`config.mk`:
```
export PLATFORM = sky130hd
export DESIGN_NAME = uart_flow_power_irq_control
export DESIGN_NICKNAME = d
export VERILOG_FILES = /design/src/uart_flow_power_irq_control.v
export VERILOG_INCLUDE_DIRS = /design/src
export SDC_FILE = /design/constraint.sdc
export NUM_CORES = 2
export LEC_CHECK = 0
export BUFFER_PORTS_ARGS = -buffer_cell sky130_fd_sc_hd__buf_2
export CORE_MARGIN = 1
export CORE_UTILIZATION = 55
export DETAILED_ROUTE_END_ITERATION = 8
export PLACE_DENSITY_LB_ADDON = 0.3
export REMOVE_ABC_BUFFERS = 1
export SYNTH_ARGS = -nofsm -noshare
export SYNTH_HDL_FRONTEND = slang
export SYNTH_SLANG_ARGS = --single-unit
```
`constraint.sdc`:
```
create_clock -name i_clk_sys -period 8.3 [get_ports i_clk_sys]
set_input_delay 0.415 -clock i_clk_sys [delete_from_list [all_inputs] [get_ports i_clk_sys]]
set_output_delay 0.415 -clock i_clk_sys [all_outputs]
set_load 0.02 [all_outputs]
```
`src/uart_fc_defs.vh`:
```
// Purpose: Constants for the UART flow, power and interrupt control block
// Assumes: 5-bit register address on the host port, 8-bit registers
// Notes:   Levels are 4-bit codes scaled by eight against 128-deep FIFOs
`ifndef UART_FC_DEFS_VH
`define UART_FC_DEFS_VH
// Register offsets
`define ADR_DATA      5'h00
`define ADR_IRQ_MASK  5'h01
`define ADR_ISR       5'h02
`define ADR_LSR_MASK  5'h03
`define ADR_LSR       5'h04
`define ADR_SPC_MASK  5'h05
`define ADR_SPC       5'h06
`define ADR_STS_MASK  5'h07
`define ADR_STS       5'h08
`define ADR_MODE_CTRL_FIRST     5'h09
`define ADR_MODE_CTRL_SECOND     5'h0A
`define ADR_GUARD     5'h0B
`define ADR_FLOW      5'h0C
`define ADR_FLOW_THRESHOLD_LEVELS   5'h0D
`define ADR_TRGLVL    5'h0E
`define ADR_RES1      5'h10
`define ADR_RES2      5'h11
`define ADR_PAU1      5'h12
`define ADR_PAU2      5'h13
// Field positions
`define M1_TX_OFF     1
`define M1_DIR_EN     4
`define M1_SLEEP      5
`define M1_AUTOSLP    6
`define M1_IRQ_SEL    7
`define M2_ECHO       7
`define FC_RTS        0
`define FC_CTS        1
`define FC_SW_EN      3
`define ISR_CTS       7
`define STS_CLK_RDY   5
// Reset values
`define ISR_RST       8'h60
`define REG_RST       8'h00
// Timing
`define CLK_NS        10
`define INIT_NS       200
`define INIT_CYC      (`INIT_NS / `CLK_NS)
`define AUTOSLP_CHARS 65536
`endif

```
`src/uart_flow_power_irq_control.v`:
```
// Purpose: Flow control, echo blocking, sleep and interrupt logic of a UART
// Assumes: Receiver and shifter on i_clk_sys; pins are synchronised here
// Notes:   Host port is a plain address/strobe port; reads answer next edge
`timescale 1ns/1ps
`include "uart_fc_defs.vh"

////////////////////////////////////////////////////////////////////////////
// Character FIFO, flip-flop storage addressed by index
module char_fifo #(
  parameter W  = 8,
  parameter D  = 128,
  parameter AW = 7
) (
  input  wire          i_clk_sys,
  input  wire          i_nrst,
  input  wire          i_valid,
  input  wire [W-1:0]  i_data,
  output wire          o_ready,
  output wire          o_valid,
  output wire [W-1:0]  o_data,
  input  wire          i_ready,
  output wire [AW:0]   o_count
);
  reg [W-1:0] mem [0:D-1];
  reg [AW-1:0] wp_r;
  reg [AW-1:0] rp_r;
  reg [AW:0]   cnt_r;
  wire wr = i_valid & o_ready;
  wire rd = o_valid & i_ready;
  assign o_ready = (cnt_r != D[AW:0]);
  assign o_valid = (cnt_r != {(AW+1){1'b0}});
  assign o_data  = mem[rp_r];
  assign o_count = cnt_r;
  // Storage has no reset; only pointers and count need a defined value
  always @(posedge i_clk_sys) begin
    if (wr) begin
      mem[wp_r] <= i_data;
    end
  end
  // Pointers wrap naturally because depth is a power of two
  always @(posedge i_clk_sys) begin
    if (!i_nrst) begin
      wp_r  <= {AW{1'b0}};
      rp_r  <= {AW{1'b0}};
      cnt_r <= {(AW+1){1'b0}};
    end else begin
      if (wr) wp_r <= wp_r + 1'b1;
      if (rd) rp_r <= rp_r + 1'b1;
      if (wr & ~rd) cnt_r <= cnt_r + 1'b1;
      else if (rd & ~wr) cnt_r <= cnt_r - 1'b1;
    end
  end
endmodule

////////////////////////////////////////////////////////////////////////////
module uart_flow_power_irq_control #(
  parameter AUTOSLP_CHARS = `AUTOSLP_CHARS
) (
  input  wire       i_clk_sys,
  input  wire       i_nrst,
  input  wire [4:0] i_reg_addr,
  input  wire       i_reg_wr,
  input  wire       i_reg_rd,
  input  wire [7:0] i_reg_wdata,
  output wire [7:0] o_reg_rdata,
  input  wire       i_rx_valid,
  input  wire [7:0] i_rx_data,
  output wire       o_rx_ready,
  output wire       o_tx_ready,
  output wire       o_tx_start,
  output wire [7:0] o_tx_data,
  input  wire       i_tx_busy,
  input  wire       i_bit_tick,
  input  wire       i_char_tick,
  input  wire       i_rx_pin,
  input  wire       i_cts_n,
  input  wire [3:0] i_gpio,
  input  wire [5:0] i_line_err,
  input  wire       i_clk_stable,
  input  wire       i_xtal_sel,
  output wire       o_rts_n,
  output wire       o_tx_dir,
  output wire       o_sleep,
  output wire       o_irq_n
);
  localparam ST_IDLE   = 2'd0;
  localparam ST_LAUNCH = 2'd1;
  localparam ST_SEND   = 2'd2;

  // Level code scaled to a FIFO count
  function [7:0] lvl8;
    input [3:0] l;
    begin
      lvl8 = {1'b0, l, 3'b000};
    end
  endfunction

  reg [7:0] irq_mask_r, isr_r, lsr_mask_r, spc_mask_r, spc_r;
  reg [7:0] sts_mask_r, sts_r, mode_ctrl_first_r, mode_ctrl_second_r, guard_r;
  reg [7:0] flow_r, flow_threshold_levels_r, trglvl_r;
  reg [7:0] res1_r, res2_r, pau1_r, pau2_r, rdata_r;
  reg [5:0] s1_r, s2_r, s3_r;
  reg       xoff_r, pend_r, pend_pau_r, redo_v_r;
  reg [7:0] pend_d_r, redo_d_r;
  reg       rx_halt_r, rts_halt_r, ctl_pau_r;
  reg [1:0] ctl_left_r, st_r;
  reg [3:0] hold_r;
  reg       busy_d_r, clk_st_d_r, auto_r, init_done_r;
  reg [7:0] init_cnt_r;
  reg [16:0] slp_cnt_r;
  reg       start_r, rts_n_r, dir_r, sleep_r, irq_n_r;
  reg [7:0] txd_r;
  // Launch decisions are used by the level watch before they are built
  wire       go, ctl_go;

  ////////////////////////////////////////////////////////////////////////
  // Pin synchronisers: rx, cts, gpio; third stage only feeds edge detect
  always @(posedge i_clk_sys) begin
    if (!i_nrst) begin
      s1_r <= 6'h3F;
      s2_r <= 6'h3F;
      s3_r <= 6'h3F;
    end else begin
      s1_r <= {i_rx_pin, i_cts_n, i_gpio};
      s2_r <= s1_r;
      s3_r <= s2_r;
    end
  end
  wire [5:0] pin_edge = s2_r ^ s3_r;
  wire       activity = |pin_edge;
  wire       cts_n_s  = s2_r[4];

  ////////////////////////////////////////////////////////////////////////
  // FIFOs
  wire       sleeping = mode_ctrl_first_r[`M1_SLEEP] | auto_r;
  wire       rx_sel   = (i_reg_addr == `ADR_DATA);
  wire       rxf_v, txf_v, rxf_wr, txf_pop;
  wire [7:0] rxf_d, txf_d, rxf_wd, rx_cnt, tx_cnt;
  wire       rx_pop = i_reg_rd & rx_sel & rxf_v;
  char_fifo #(.W(8), .D(128), .AW(7)) u_rxf (
    .i_clk_sys (i_clk_sys),
    .i_nrst    (i_nrst),
    .i_valid   (rxf_wr),
    .i_data    (rxf_wd),
    .o_ready   (o_rx_ready),
    .o_valid   (rxf_v),
    .o_data    (rxf_d),
    .i_ready   (rx_pop),
    .o_count   (rx_cnt)
  );
  char_fifo #(.W(8), .D(128), .AW(7)) u_txf (
    .i_clk_sys (i_clk_sys),
    .i_nrst    (i_nrst),
    .i_valid   (i_reg_wr & rx_sel),
    .i_data    (i_reg_wdata),
    .o_ready   (o_tx_ready),
    .o_valid   (txf_v),
    .o_data    (txf_d),
    .i_ready   (txf_pop),
    .o_count   (tx_cnt)
  );

  ////////////////////////////////////////////////////////////////////////
  // Receive path: echo blocking and pause/resume filtering.
  // On a near miss the held first half is written and the new character is
  // replayed via redo, costing one extra cycle; input in that cycle is lost.
  wire [1:0] txm    = flow_r[5:4];
  wire [1:0] rxm    = flow_r[7:6];
  wire       sw_tx  = flow_r[`FC_SW_EN] & (txm != 2'b00);
  wire       sw_rx  = flow_r[`FC_SW_EN] & (rxm != 2'b00);
  wire       dual   = (txm == 2'b11);
  wire [7:0] p_one  = (txm == 2'b10) ? pau2_r : pau1_r;
  wire [7:0] r_one  = (txm == 2'b10) ? res2_r : res1_r;
  wire       echo_w = i_tx_busy | (hold_r != 4'h0);
  wire       cur_v  = redo_v_r | i_rx_valid;
  wire [7:0] cur_d  = redo_v_r ? redo_d_r : i_rx_data;
  wire       echo_x = mode_ctrl_second_r[`M2_ECHO] & echo_w;
  wire       take   = cur_v & ~sleeping & ~echo_x;
  reg        wr_c, wr_h, set_p, set_r, pend_nxt, redo_nxt;
  always @* begin
    wr_c = 1'b0;
    wr_h = 1'b0;
    set_p = 1'b0;
    set_r = 1'b0;
    pend_nxt = pend_r;
    redo_nxt = 1'b0;
    if (take) begin
      if (sw_tx & ~dual) begin
        if (cur_d == p_one) set_p = 1'b1;
        else if (cur_d == r_one) set_r = 1'b1;
        else wr_c = 1'b1;
      end else if (sw_tx & pend_r) begin
        pend_nxt = 1'b0;
        if (pend_pau_r & (cur_d == pau2_r)) set_p = 1'b1;
        else if (~pend_pau_r & (cur_d == res2_r)) set_r = 1'b1;
        else begin
          wr_h = 1'b1;
          redo_nxt = 1'b1;
        end
      end else if (sw_tx & ((cur_d == pau1_r) | (cur_d == res1_r))) begin
        pend_nxt = 1'b1;
      end else begin
        wr_c = 1'b1;
      end
    end
  end
  assign rxf_wr = wr_c | wr_h;
  assign rxf_wd = wr_h ? pend_d_r : cur_d;

  // Pause state and held character
  always @(posedge i_clk_sys) begin
    if (!i_nrst) begin
      xoff_r     <= 1'b0;
      pend_r     <= 1'b0;
      pend_pau_r <= 1'b0;
      pend_d_r   <= 8'h00;
      redo_v_r   <= 1'b0;
      redo_d_r   <= 8'h00;
    end else begin
      pend_r   <= sw_tx & pend_nxt;
      redo_v_r <= redo_nxt;
      redo_d_r <= cur_d;
      if (take & ~pend_r) begin
        pend_d_r   <= cur_d;
        pend_pau_r <= (cur_d == pau1_r);
      end
      if (!sw_tx) xoff_r <= 1'b0;
      else if (set_p) xoff_r <= 1'b1;
      else if (set_r) xoff_r <= 1'b0;
    end
  end

  ////////////////////////////////////////////////////////////////////////
  // Receive level watch: RTS hysteresis and pause/resume sending
  wire at_halt   = (rx_cnt >= lvl8(flow_threshold_levels_r[3:0]));
  wire at_resume = (rx_cnt <= lvl8(flow_threshold_levels_r[7:4]));
  wire need_ctl  = sw_rx & (ctl_left_r == 2'b00) &
                   (rx_halt_r ? at_resume : at_halt);
  always @(posedge i_clk_sys) begin
    if (!i_nrst) begin
      rts_halt_r <= 1'b0;
      rx_halt_r  <= 1'b0;
      ctl_left_r <= 2'b00;
      ctl_pau_r  <= 1'b0;
    end else begin
      // No interrupt source is tied to these crossings
      if (at_halt) rts_halt_r <= 1'b1;
      else if (at_resume) rts_halt_r <= 1'b0;
      if (!sw_rx) rx_halt_r <= 1'b0;
      if (need_ctl) begin
        rx_halt_r  <= ~rx_halt_r;
        ctl_pau_r  <= ~rx_halt_r;
        ctl_left_r <= (rxm == 2'b11) ? 2'b10 : 2'b01;
      end else if (ctl_go) begin
        ctl_left_r <= ctl_left_r - 2'b01;
      end
    end
  end

  ////////////////////////////////////////////////////////////////////////
  // Transmit launcher. Starts only between characters, so a CTS rise
  // mid-character lets the shifter finish before anything stops.
  wire [7:0] c_one = ctl_pau_r ? pau1_r : res1_r;
  wire [7:0] c_two = ctl_pau_r ? pau2_r : res2_r;
  wire       c_sec = (rxm == 2'b10) | ((rxm == 2'b11) & (ctl_left_r == 2'b01));
  wire [7:0] ctl_c = c_sec ? c_two : c_one;
  wire cts_ok = ~(flow_r[`FC_CTS] & cts_n_s);
  assign go     = (st_r == ST_IDLE) & ~i_tx_busy & ~sleeping &
                  ~mode_ctrl_first_r[`M1_TX_OFF] & cts_ok;
  assign ctl_go = go & (ctl_left_r != 2'b00);
  assign txf_pop = go & ~ctl_go & txf_v & ~(sw_tx & xoff_r);
  always @(posedge i_clk_sys) begin
    if (!i_nrst) begin
      st_r    <= ST_IDLE;
      start_r <= 1'b0;
      txd_r   <= 8'h00;
    end else begin
      start_r <= ctl_go | txf_pop;
      case (st_r)
        ST_IDLE: begin
          if (ctl_go | txf_pop) begin
            st_r  <= ST_LAUNCH;
            txd_r <= ctl_go ? ctl_c : txf_d;
          end
        end
        ST_LAUNCH: begin
          st_r <= ST_SEND;
        end
        ST_SEND: begin
          if (!i_tx_busy) st_r <= ST_IDLE;
        end
        default: begin
          st_r <= ST_IDLE;
        end
      endcase
    end
  end
  assign o_tx_start = start_r;
  assign o_tx_data  = txd_r;

  ////////////////////////////////////////////////////////////////////////
  // Guard time after the last stop bit, counted in bit ticks
  always @(posedge i_clk_sys) begin
    if (!i_nrst) begin
      busy_d_r <= 1'b0;
      hold_r   <= 4'h0;
    end else begin
      busy_d_r <= i_tx_busy;
      if (busy_d_r & ~i_tx_busy) hold_r <= guard_r[3:0];
      else if (i_bit_tick && hold_r != 4'h0) hold_r <= hold_r - 4'h1;
    end
  end

  ////////////////////////////////////////////////////////////////////////
  // Status sources and summary flags; a set always beats a read clear
  wire rd_isr = i_reg_rd & (i_reg_addr == `ADR_ISR);
  wire rd_spc = i_reg_rd & (i_reg_addr == `ADR_SPC);
  wire rd_sts = i_reg_rd & (i_reg_addr == `ADR_STS);
  wire rx_trg = (trglvl_r[7:4] != 4'h0) &
                (rx_cnt >= lvl8(trglvl_r[7:4]));
  wire tx_trg = (trglvl_r[3:0] != 4'h0) &
                (tx_cnt >= lvl8(trglvl_r[3:0]));
  wire clk_rdy = i_clk_stable & ~clk_st_d_r & i_xtal_sel;
  wire [7:0] isr_set = {
    pin_edge[4] & irq_mask_r[`ISR_CTS],
    ~rxf_v,
    ~txf_v,
    tx_trg,
    rx_trg,
    |(sts_r & sts_mask_r),
    |(spc_r & spc_mask_r),
    |({2'b00, i_line_err} & lsr_mask_r)
  };
  // CTS flag is sticky only while enabled; a clear enable forces it to 0
  wire [7:0] isr_keep = {irq_mask_r[`ISR_CTS], 2'b11, tx_trg, 4'hF};
  always @(posedge i_clk_sys) begin
    if (!i_nrst) begin
      isr_r      <= `ISR_RST;
      spc_r      <= `REG_RST;
      sts_r      <= `REG_RST;
      clk_st_d_r <= 1'b0;
    end else begin
      clk_st_d_r <= i_clk_stable;
      // Line-status sources stay levels; their masked summary is latched in bit 0
      isr_r <= (isr_r & isr_keep & ~{8{rd_isr}}) | isr_set;
      spc_r <= (spc_r & ~{8{rd_spc}}) | {6'h00, set_r, set_p};
      sts_r <= (sts_r & ~{8{rd_sts}}) | {2'b00, clk_rdy, 5'h00};
    end
  end

  ////////////////////////////////////////////////////////////////////////
  // Autosleep: idle FIFOs, nothing pending, quiet pins for many chars
  wire pend_irq = |(isr_r & irq_mask_r);
  wire quiet = ~rxf_v & ~txf_v & ~pend_irq & ~activity;
  always @(posedge i_clk_sys) begin
    if (!i_nrst) begin
      slp_cnt_r <= 17'h0_0000;
      auto_r    <= 1'b0;
    end else if (!mode_ctrl_first_r[`M1_AUTOSLP] || !quiet) begin
      slp_cnt_r <= 17'h0_0000;
      auto_r    <= 1'b0;
    end else if (slp_cnt_r == AUTOSLP_CHARS[16:0]) begin
      auto_r <= 1'b1;
    end else if (i_char_tick) begin
      slp_cnt_r <= slp_cnt_r + 17'h0_0001;
    end
  end

  ////////////////////////////////////////////////////////////////////////
  // Init delay after reset holds the interrupt pin low
  always @(posedge i_clk_sys) begin
    if (!i_nrst) begin
      init_cnt_r  <= 8'h00;
      init_done_r <= 1'b0;
    end else if (init_cnt_r == `INIT_CYC) begin
      init_done_r <= 1'b1;
    end else begin
      init_cnt_r <= init_cnt_r + 8'h01;
    end
  end

  // Pin outputs, all from flops
  always @(posedge i_clk_sys) begin
    if (!i_nrst) begin
      rts_n_r <= 1'b0;
      dir_r   <= 1'b0;
      sleep_r <= 1'b0;
      irq_n_r <= 1'b0;
    end else begin
      rts_n_r <= flow_r[`FC_RTS] & rts_halt_r;
      dir_r   <= mode_ctrl_first_r[`M1_DIR_EN] & (echo_w | txf_v);
      sleep_r <= sleeping;
      irq_n_r <= init_done_r &
                 ~(mode_ctrl_first_r[`M1_IRQ_SEL] & pend_irq);
    end
  end
  assign o_rts_n = rts_n_r;
  assign o_tx_dir = dir_r;
  assign o_sleep = sleep_r;
  assign o_irq_n = irq_n_r;

  ////////////////////////////////////////////////////////////////////////
  // Register writes
  always @(posedge i_clk_sys) begin
    if (!i_nrst) begin
      irq_mask_r <= `REG_RST;
      lsr_mask_r <= `REG_RST;
      spc_mask_r <= `REG_RST;
      sts_mask_r <= `REG_RST;
      mode_ctrl_first_r    <= `REG_RST;
      mode_ctrl_second_r    <= `REG_RST;
      guard_r    <= `REG_RST;
      flow_r     <= `REG_RST;
      flow_threshold_levels_r  <= `REG_RST;
      trglvl_r   <= `REG_RST;
      res1_r     <= `REG_RST;
      res2_r     <= `REG_RST;
      pau1_r     <= `REG_RST;
      pau2_r     <= `REG_RST;
    end else if (i_reg_wr) begin
      case (i_reg_addr)
        `ADR_IRQ_MASK: irq_mask_r <= i_reg_wdata;
        `ADR_LSR_MASK: lsr_mask_r <= i_reg_wdata;
        `ADR_SPC_MASK: spc_mask_r <= i_reg_wdata;
        `ADR_STS_MASK: sts_mask_r <= i_reg_wdata;
        `ADR_MODE_CTRL_FIRST:    mode_ctrl_first_r    <= i_reg_wdata;
        `ADR_MODE_CTRL_SECOND:    mode_ctrl_second_r    <= i_reg_wdata;
        `ADR_GUARD:    guard_r    <= i_reg_wdata;
        `ADR_FLOW:     flow_r     <= i_reg_wdata;
        `ADR_FLOW_THRESHOLD_LEVELS:  flow_threshold_levels_r  <= i_reg_wdata;
        `ADR_TRGLVL:   trglvl_r   <= i_reg_wdata;
        `ADR_RES1:     res1_r     <= i_reg_wdata;
        `ADR_RES2:     res2_r     <= i_reg_wdata;
        `ADR_PAU1:     pau1_r     <= i_reg_wdata;
        `ADR_PAU2:     pau2_r     <= i_reg_wdata;
        default: begin
        end
      endcase
    end
  end

  // Register reads, answered on the edge after the strobe
  always @(posedge i_clk_sys) begin
    if (!i_nrst) begin
      rdata_r <= 8'h00;
    end else if (i_reg_rd) begin
      case (i_reg_addr)
        `ADR_DATA:     rdata_r <= rxf_v ? rxf_d : 8'h00;
        `ADR_IRQ_MASK: rdata_r <= irq_mask_r;
        `ADR_ISR:      rdata_r <= isr_r;
        `ADR_LSR_MASK: rdata_r <= lsr_mask_r;
        `ADR_LSR:      rdata_r <= {cts_n_s, 1'b0, i_line_err};
        `ADR_SPC_MASK: rdata_r <= spc_mask_r;
        `ADR_SPC:      rdata_r <= spc_r;
        `ADR_STS_MASK: rdata_r <= sts_mask_r;
        `ADR_STS:      rdata_r <= sts_r;
        `ADR_MODE_CTRL_FIRST:    rdata_r <= mode_ctrl_first_r;
        `ADR_MODE_CTRL_SECOND:    rdata_r <= mode_ctrl_second_r;
        `ADR_GUARD:    rdata_r <= guard_r;
        `ADR_FLOW:     rdata_r <= flow_r;
        `ADR_FLOW_THRESHOLD_LEVELS:  rdata_r <= flow_threshold_levels_r;
        `ADR_TRGLVL:   rdata_r <= trglvl_r;
        `ADR_RES1:     rdata_r <= res1_r;
        `ADR_RES2:     rdata_r <= res2_r;
        `ADR_PAU1:     rdata_r <= pau1_r;
        `ADR_PAU2:     rdata_r <= pau2_r;
        default:       rdata_r <= 8'h00;
      endcase
    end
  end
  assign o_reg_rdata = rdata_r;
endmodule

```
Word-level counts from Yosys, hierarchy flattened

Memories as Yosys holds them, arrays and structs flattened. A register that Yosys moved wholly into a read port is not among the register bits.
Cells that the tools add are included.

$add $sub $neg: 12
Order comparisons: 4
Equal/unequal tests: 38
Muxes and demuxes: 64
Bitwise operators: 98
Reduce and logical (&&, ||, !) cells: 45

Operator list:

| kind                                                               | number |
|---|---|
| 8-bit case mux with 19 select lines                                | 1 |
| 8-bit two-way mux                                                  | 13 |
| 8-bit bitwise AND                                                  | 7 |
| 1-bit bitwise AND                                                  | 52 |
| 8-bit == test                                                      | 6 |
| 1-bit two-way mux                                                  | 38 |
| 2-bit AND reduction                                                | 18 |
| 5-bit by 4-bit == test with 1-bit output, second input constant    | 7 |
| 8-bit OR reduction                                                 | 4 |
| 7-bit by 1-bit adder with 7-bit output, second input constant      | 4 |
| 7-bit two-way mux                                                  | 4 |
| 8-bit by 1-bit adder with 8-bit output, second input constant      | 3 |
| 8-bit by 7-bit greater-or-equal comparator with 1-bit output       | 3 |
| 8-bit inverter                                                     | 3 |
| 1-bit inverter                                                     | 23 |
| 5-bit by 3-bit == test with 1-bit output, second input constant    | 4 |
| 5-bit == test, second input constant                               | 4 |
| 2-bit nonzero test                                                 | 9 |
| 17-bit by 1-bit adder with 17-bit output, second input constant    | 1 |
| 17-bit == test, second input constant                              | 1 |
| 8-bit inequality test, second input constant                       | 2 |
| 8-bit nonzero test                                                 | 2 |
| 8-bit by 1-bit subtractor with 8-bit output, second input constant | 2 |
| 4-bit nonzero test                                                 | 3 |
| other kinds (26)                                                   | 47 |

Register bits after elaboration: 279
Bits in writable memories: 2048
Input bits: 43
Output and inout bits: 23
Logic and storage cells: 314
Memories: 2

Memory list:

| name      | words | width | rd ports | clocked after memory_dff | write ports | RTL line                         | RTL |
|---|---|---|---|---|---|---|---|
| u_rxf.mem | 128   | 8     | 1        | 1                        | 1           | uart_flow_power_irq_control.v:24 | `reg [W-1:0] mem [0:D-1];` |
| u_txf.mem | 128   | 8     | 1        | 1                        | 1           | uart_flow_power_irq_control.v:24 |  |

Longest topological paths before layout

Depth in word-level cells: 14
Depth in mapped cells: 20
Gate-level depth less buffers: 20

By module

A second synthesis with hierarchy kept.

Cells, all modules: 5365
Area, all modules: 93752.4 µm²

By module, submodules not included:

| module                      | instances | cells each | area each (µm²) | seq. area each (µm²) |
|---|---|---|---|---|
| char_fifo at u_txf          | 1         | 2021       | 41229.5         | 31330.0 |
| char_fifo at u_rxf          | 1         | 2021       | 41220.8         | 31330.0 |
| uart_flow_power_irq_control | 1         | 1323       | 11302.1         | 4704.5 |

Worst setup path after synthesis

OpenSTA, ideal clock, no wires.

Path kind: register to register
Start: register redo_v_r
End: memory u_rxf.mem[0][6], data pin
Setup time: 0.892 ns
Arrival: 5.532 ns
Required time: 7.408 ns
Slack: 1.876 ns
Stages on the path, launching flop included: 10
Buffers on the path: 2
Clock period less this slack: 6.424 ns
Cells stage by stage: dfxtp_1 -> buf_12 -> mux2i_2 -> xnor2_1 -> nor4_2 -> nand2_2 -> o211ai_4 -> clkbuf_1 -> nor2_1 -> a21oi_1

Longest elaborated chain between the ends: 9
Elaborated cells on any way between the ends: 14
Those cells by class: eq/ne (2); mux (7); bitwise (5)

RTL lines:

| item                     | RTL line                          | RTL |
|---|---|---|
| start: declaration       | uart_flow_power_irq_control.v:103 | `reg xoff_r, pend_r, pend_pau_r, redo_v_r;` |
| start signal: assignment | uart_flow_power_irq_control.v:221 | `redo_v_r <= redo_nxt;` |
| 8-bit two-way mux        | uart_flow_power_irq_control.v:176 | `wire [7:0] cur_d = redo_v_r ? redo_d_r : i_rx_data;` |
| 8-bit == test            | uart_flow_power_irq_control.v:195 | `else if (~pend_pau_r & (cur_d == res2_r)) set_r = 1'b1;` |
| 1-bit bitwise AND        | uart_flow_power_irq_control.v:195 |  |
| 1-bit two-way mux        | uart_flow_power_irq_control.v:195 |  |
| 1-bit two-way mux        | n/a                               |  |
| 1-bit two-way mux        | uart_flow_power_irq_control.v:192 | `end else if (sw_tx & pend_r) begin` |
| 1-bit two-way mux        | uart_flow_power_irq_control.v:188 | `if (sw_tx & ~dual) begin` |
| 1-bit two-way mux        | uart_flow_power_irq_control.v:187 | `if (take) begin` |
| 8-bit two-way mux (*)    | uart_flow_power_irq_control.v:208 | `assign rxf_wd = wr_h ? pend_d_r : cur_d;` |
| net rxf_wd[6]            | uart_flow_power_irq_control.v:138 | `wire [7:0] rxf_d, txf_d, rxf_wd, rx_cnt, tx_cnt;` |
| end: declaration         | uart_flow_power_irq_control.v:24  |  |

The timed path passes the listed nets; every way through them passes the cells marked *.

Worst setup path in the final report

Start: register redo_v_r
End: register u_rxf.cnt_r[7] (netlist: u_rxf.o_count[7])

Longest elaborated chain between the ends: 13
Elaborated cells on any way between the ends: 32
Those cells by class: eq/ne (6); mux (13); bitwise (12); reduce/logical (1)

RTL lines:

| item                                                   | RTL line                                                             | RTL |
|---|---|---|
| 8-bit two-way mux                                      | uart_flow_power_irq_control.v:176                                    |  |
| 8-bit == test (on tied branches)                       | uart_flow_power_irq_control.v:200, uart_flow_power_irq_control.v:195 |  |
| 1-bit bitwise OR or 1-bit bitwise AND (tied branches)  | uart_flow_power_irq_control.v:200, uart_flow_power_irq_control.v:195 |  |
| 1-bit bitwise AND or 1-bit two-way mux (tied branches) | uart_flow_power_irq_control.v:200, uart_flow_power_irq_control.v:195 |  |
| 1-bit two-way mux (on tied branches)                   | n/a                                                                  |  |
| 1-bit two-way mux                                      | uart_flow_power_irq_control.v:192                                    |  |
| 1-bit two-way mux                                      | uart_flow_power_irq_control.v:188                                    |  |
| 1-bit two-way mux                                      | uart_flow_power_irq_control.v:187                                    |  |
| 1-bit bitwise OR (*)                                   | uart_flow_power_irq_control.v:207                                    | `assign rxf_wr = wr_c \| wr_h;` |
| 1-bit bitwise AND (*)                                  | uart_flow_power_irq_control.v:28                                     | `wire wr = i_valid & o_ready;` |
| net u_rxf.wr                                           | uart_flow_power_irq_control.v:28                                     |  |
| 1-bit inverter                                         | uart_flow_power_irq_control.v:50                                     | `else if (rd & ~wr) cnt_r <= cnt_r - 1'b1;` |
| 1-bit bitwise AND                                      | uart_flow_power_irq_control.v:50                                     |  |
| 2-bit nonzero test (no line)                           | n/a                                                                  |  |
| end signal: assignment                                 | uart_flow_power_irq_control.v:45                                     | `cnt_r <= {(AW+1){1'b0}};` |
| end signal: assignment                                 | uart_flow_power_irq_control.v:49                                     | `if (wr & ~rd) cnt_r <= cnt_r + 1'b1;` |
| end signal: assignment                                 | uart_flow_power_irq_control.v:50                                     |  |
| end: declaration                                       | uart_flow_power_irq_control.v:27                                     | `reg [AW:0] cnt_r;` |

Marks and branches as above.
A chain may end at the register's enable or synchronous reset.

==> impl_metrics.ini <==
[run_status]
result_of_the_run = finished, final reports clean

[clock_network]
cts_tree = yes
level_count_of_the_clock_h_tree = 4
clock_path_buffers = 3
tritoncts.num_buffers = 219
cts.root.buffer_cell = sky130_fd_sc_hd__clkbuf_16
cts.sink_count = 2341
post_cts_buffers = 0
clk_transition_reported_paths_ps = 60
clock_latency_on_the_worst_skew_pair_ps = 880
post_cts.resized_instances = 0

[sta]
finalSetupTns_ps = 0
unrepaired_setup_endpoints_after_global_routing = no
max_slew.worst_pin.slew_ps = 1238
final_setup_violation_count = 0
worst_slew_margin_relative_to_its_limit_pct = 16.83
layout_worst_path_cycle_share_pct = 70.58
fmax_ghz = 0.1707
clock_skew_ps = 34.25
timing.final.max_slew_violations = 0
hold-worst-slack_ps = 84.67
final_hold_fails = 0
finalWorstPathRequiredPeriod_ps = 5858

[synth]
top_reg_cell_synth = sky130_fd_sc_hd__edfxtp_1
synthCells = 4887
synth.top_cells.by_area = sky130_fd_sc_hd__edfxtp_1 (66%), sky130_fd_sc_hd__mux4_2 (16%), sky130_fd_sc_hd__dfxtp_1 (6.3%), sky130_fd_sc_hd__nor2_1 (1.6%), sky130_fd_sc_hd__a21oi_1 (1.0%)
synthesis.area_per_instance_um2 = 18.96
sequential_cell_area_fraction_in_the_yosys_report_pct = 72.71
synth.ff_latch_count = 2341
number_of_enable_type_register_cells_in_the_synthesized_netlist = 2048
netlist_area_mm2 = 0.09265
yosys_warnings = 0
netlist-cell-type-count = 82
asyncSetResetFlopFracSynth_pct = 0
synth_largest_area_cell = sky130_fd_sc_hd__edfxtp_1
synth_largest_type_area_fraction_pct = 66.38

[min_path]
timing.hold.worst.class = in -> reg

[detailed_routing]
route.antenna.remaining_nets = 0
route.vias.total = 47900
detail_route.wl_per_cell_um = 29.63
detail_route.drc_violations = 0
route.final.wire_length_um = 219300
initial_detailed_routing_violation_count = 5675
avgViaCountPerCell = 6.471
drt_pass1_iterations = 6

[setup_path]
crit_path_end_kind = flop
cp.required_ps = 9090
worst_setup_path_start_kind = flop
critical_path_arrival_ps = 6650
worst-setup-path-type = reg -> reg
critical_path.max_fanout = 19

[place]
detailedPlacementHpwl_um = 130300
placed_cells = 6965
placed_area_mm2 = 0.09538
place.gp.congestion = 0.9154
portBuffers = 65

[final_layout]
design_area_mm2 = 0.1028
final_layout_size_suffix_gt1_share_pct = 22.95
syn_to_final_growth_pct = 10.97
final_cells = 7402
count_of_filler_cells_inserted_in_the_layout = 11420
multi_input_gate_area_in_the_final_layout_mm2 = 0.02404
nets = 5091
reg_top3 = u_rxf.mem: 1024 flops, u_txf.mem: 1024 flops, slp_cnt_r: 17 flops
seq_area_mm2 = 0.06739

[grt]
grt_start_max_net_pins = 114
grt_pass1_wl_um = 321400
grtUsageTotal_pct = 25.99
grt_antenna_before_repair = 11
first_global_vias = 46390
grt_overflow = 0

[power_and_ir_drop]
total_power_uw = 25550
leakage_power_figure_uw = 0.03106
power_per_cell_area_mw_per_mm2 = 248.5
max-vdd-ir-drop_v = 0.0002467

[floorplan]
die_area_mm2 = 0.1701
num_rows = 150
floorplan.die.height_um = 412.4
dieWidth_um = 412.4
initial_utilization_pct = 55.41
core_area_mm2 = 0.1672
number_of_i_o_pins = 66

[flow_run]
cap_violations = 0
path summary, 6_finish.rpt:
check,from,end,slack [ps],cells after the start
worst max-delay path,redo_v_r,u_rxf.o_count[7],2440,18
worst min-delay path,i_char_tick,slp_cnt_r[1],80,4
worst max register to register,redo_v_r,u_rxf.o_count[7],2440,18
worst min register to register,s1_r[2],s2_r[2],410,1
metal layers:
layer	track usage (%)	vias to the layer above	part of all wire, %
li1	-	20000	-
met1	37.34	24960	40
met2	41.27	2515	49
met3	4.337	410	8.5
met4	7.822	12	3.1
met5	0	-	0.036
report_power, final:
group,total (uW),internal [uW],switching (uW)
combinational,2470,1080,1390
clock,10000,5660,4380
sequential,13000,12900,149
what timing repair did:
item,in CTS,in global routing
hold endpoints to repair,24,0
hold buffers,22,0
setup endpoints to repair,0,0
cell families (layout without fill, tap and decap cells):
group                      Yosys count  after routing  share of synthesized area [%]
AOI/OAI and AO/OA                  387            387                          2.700
xor gates and xnor gates            91             91                         0.8602
adders and majority gates           44             44                         0.6104
buffers and inverters              314            622                          1.464
DFF                               2341           2341                          72.71
muxes                              704            704                          16.59
other                                0              3                              0
and+or+nand+nor                   1006           1006                          5.067
per-stage QoR:
stage | worst slack, ps | util [%]
after CTS | 2456 | 61.48
after detailed placement | 2472 | 57.04
final | 2442 | 61.48
after floorplan | -4148 | -
after global placement | 2455 | 57.04
after global routing | 1903 | 61.48
placed cells by master (no fill, tap or decap), types with 41 or more instances in the layout:
cell                           n
sky130_fd_sc_hd__a21oi_1     177
sky130_fd_sc_hd__a22oi_1      61
sky130_fd_sc_hd__buf_2        56
sky130_fd_sc_hd__buf_4        87
sky130_fd_sc_hd__clkbuf_1     52
sky130_fd_sc_hd__clkbuf_16   221
sky130_fd_sc_hd__clkinv_1     46
sky130_fd_sc_hd__clkinv_2     41
sky130_fd_sc_hd__dfxtp_1     285
sky130_fd_sc_hd__edfxtp_1   2048
sky130_fd_sc_hd__ha_1         42
sky130_fd_sc_hd__mux4_2      659
sky130_fd_sc_hd__nand2_1     223
sky130_fd_sc_hd__nand3_1     158
sky130_fd_sc_hd__nor2_1      399
sky130_fd_sc_hd__xnor2_1      60
cells in the mapped netlist, types with 5 or more instances:
| library cell | count |
|---|---|
| sky130_fd_sc_hd__edfxtp_1 | 2048 |
| sky130_fd_sc_hd__mux4_2 | 659 |
| sky130_fd_sc_hd__nor2_1 | 399 |
| sky130_fd_sc_hd__dfxtp_1 | 293 |
| sky130_fd_sc_hd__nand2_1 | 223 |
| sky130_fd_sc_hd__a21oi_1 | 185 |
| sky130_fd_sc_hd__clkbuf_1 | 169 |
| sky130_fd_sc_hd__nand3_1 | 159 |
| sky130_fd_sc_hd__buf_2 | 63 |
| sky130_fd_sc_hd__a22oi_1 | 61 |
| sky130_fd_sc_hd__xnor2_1 | 60 |
| sky130_fd_sc_hd__ha_1 | 42 |
| sky130_fd_sc_hd__inv_1 | 37 |
| sky130_fd_sc_hd__mux2i_1 | 33 |
| sky130_fd_sc_hd__nand2b_1 | 32 |
| sky130_fd_sc_hd__xor2_1 | 31 |
| sky130_fd_sc_hd__nor3_1 | 29 |
| sky130_fd_sc_hd__nor2b_1 | 28 |
| sky130_fd_sc_hd__nor4_1 | 27 |
| sky130_fd_sc_hd__a211oi_1 | 26 |
| sky130_fd_sc_hd__nand4_1 | 25 |
| sky130_fd_sc_hd__o21ai_0 | 25 |
| sky130_fd_sc_hd__and2_1 | 22 |
| sky130_fd_sc_hd__buf_1 | 21 |
| sky130_fd_sc_hd__buf_4 | 18 |
| sky130_fd_sc_hd__or3_1 | 11 |
| sky130_fd_sc_hd__a21o_1 | 10 |
| sky130_fd_sc_hd__a221oi_1 | 10 |
| sky130_fd_sc_hd__nor2_2 | 10 |
| sky130_fd_sc_hd__a22o_1 | 9 |
| sky130_fd_sc_hd__o22ai_1 | 8 |
| sky130_fd_sc_hd__o21a_1 | 7 |
| sky130_fd_sc_hd__a31oi_1 | 6 |
| sky130_fd_sc_hd__and3_1 | 6 |
| sky130_fd_sc_hd__a222oi_1 | 5 |
| sky130_fd_sc_hd__mux2i_4 | 5 |
| sky130_fd_sc_hd__nand3b_1 | 5 |
| sky130_fd_sc_hd__nor3b_1 | 5 |
layout make-up:
class	instances	area share, %
Clock inverter	130	1.350
Tap cell	2204	2.682
Antenna cell	3	0.007302
Multi-Input combinational cell	2232	23.38
Inverter	40	0.1509
Timing Repair Buffer	170	1.219
Clock buffer	282	5.660
Sequential cell	2341	65.55
worst max-delay path: stages, from the launching register on:
cell	delay (ps)
sky130_fd_sc_hd__dfxtp_1	950
sky130_fd_sc_hd__mux2i_2	640
sky130_fd_sc_hd__xnor2_1	140
sky130_fd_sc_hd__nor4_1	280
sky130_fd_sc_hd__nand2_2	160
sky130_fd_sc_hd__o211ai_4	760
sky130_fd_sc_hd__o31a_1	480
sky130_fd_sc_hd__nor2_1	80
sky130_fd_sc_hd__ha_1	220
sky130_fd_sc_hd__inv_1	210
sky130_fd_sc_hd__ha_1	280
sky130_fd_sc_hd__a21o_1	180
sky130_fd_sc_hd__a21oi_1	180
sky130_fd_sc_hd__nor2b_1	80
sky130_fd_sc_hd__o21a_1	180
sky130_fd_sc_hd__o41ai_1	360
sky130_fd_sc_hd__xnor2_1	140
sky130_fd_sc_hd__or3_1	310
sky130_fd_sc_hd__a21oi_1	140
Note: power is estimated with default switching activity, not from simulation.
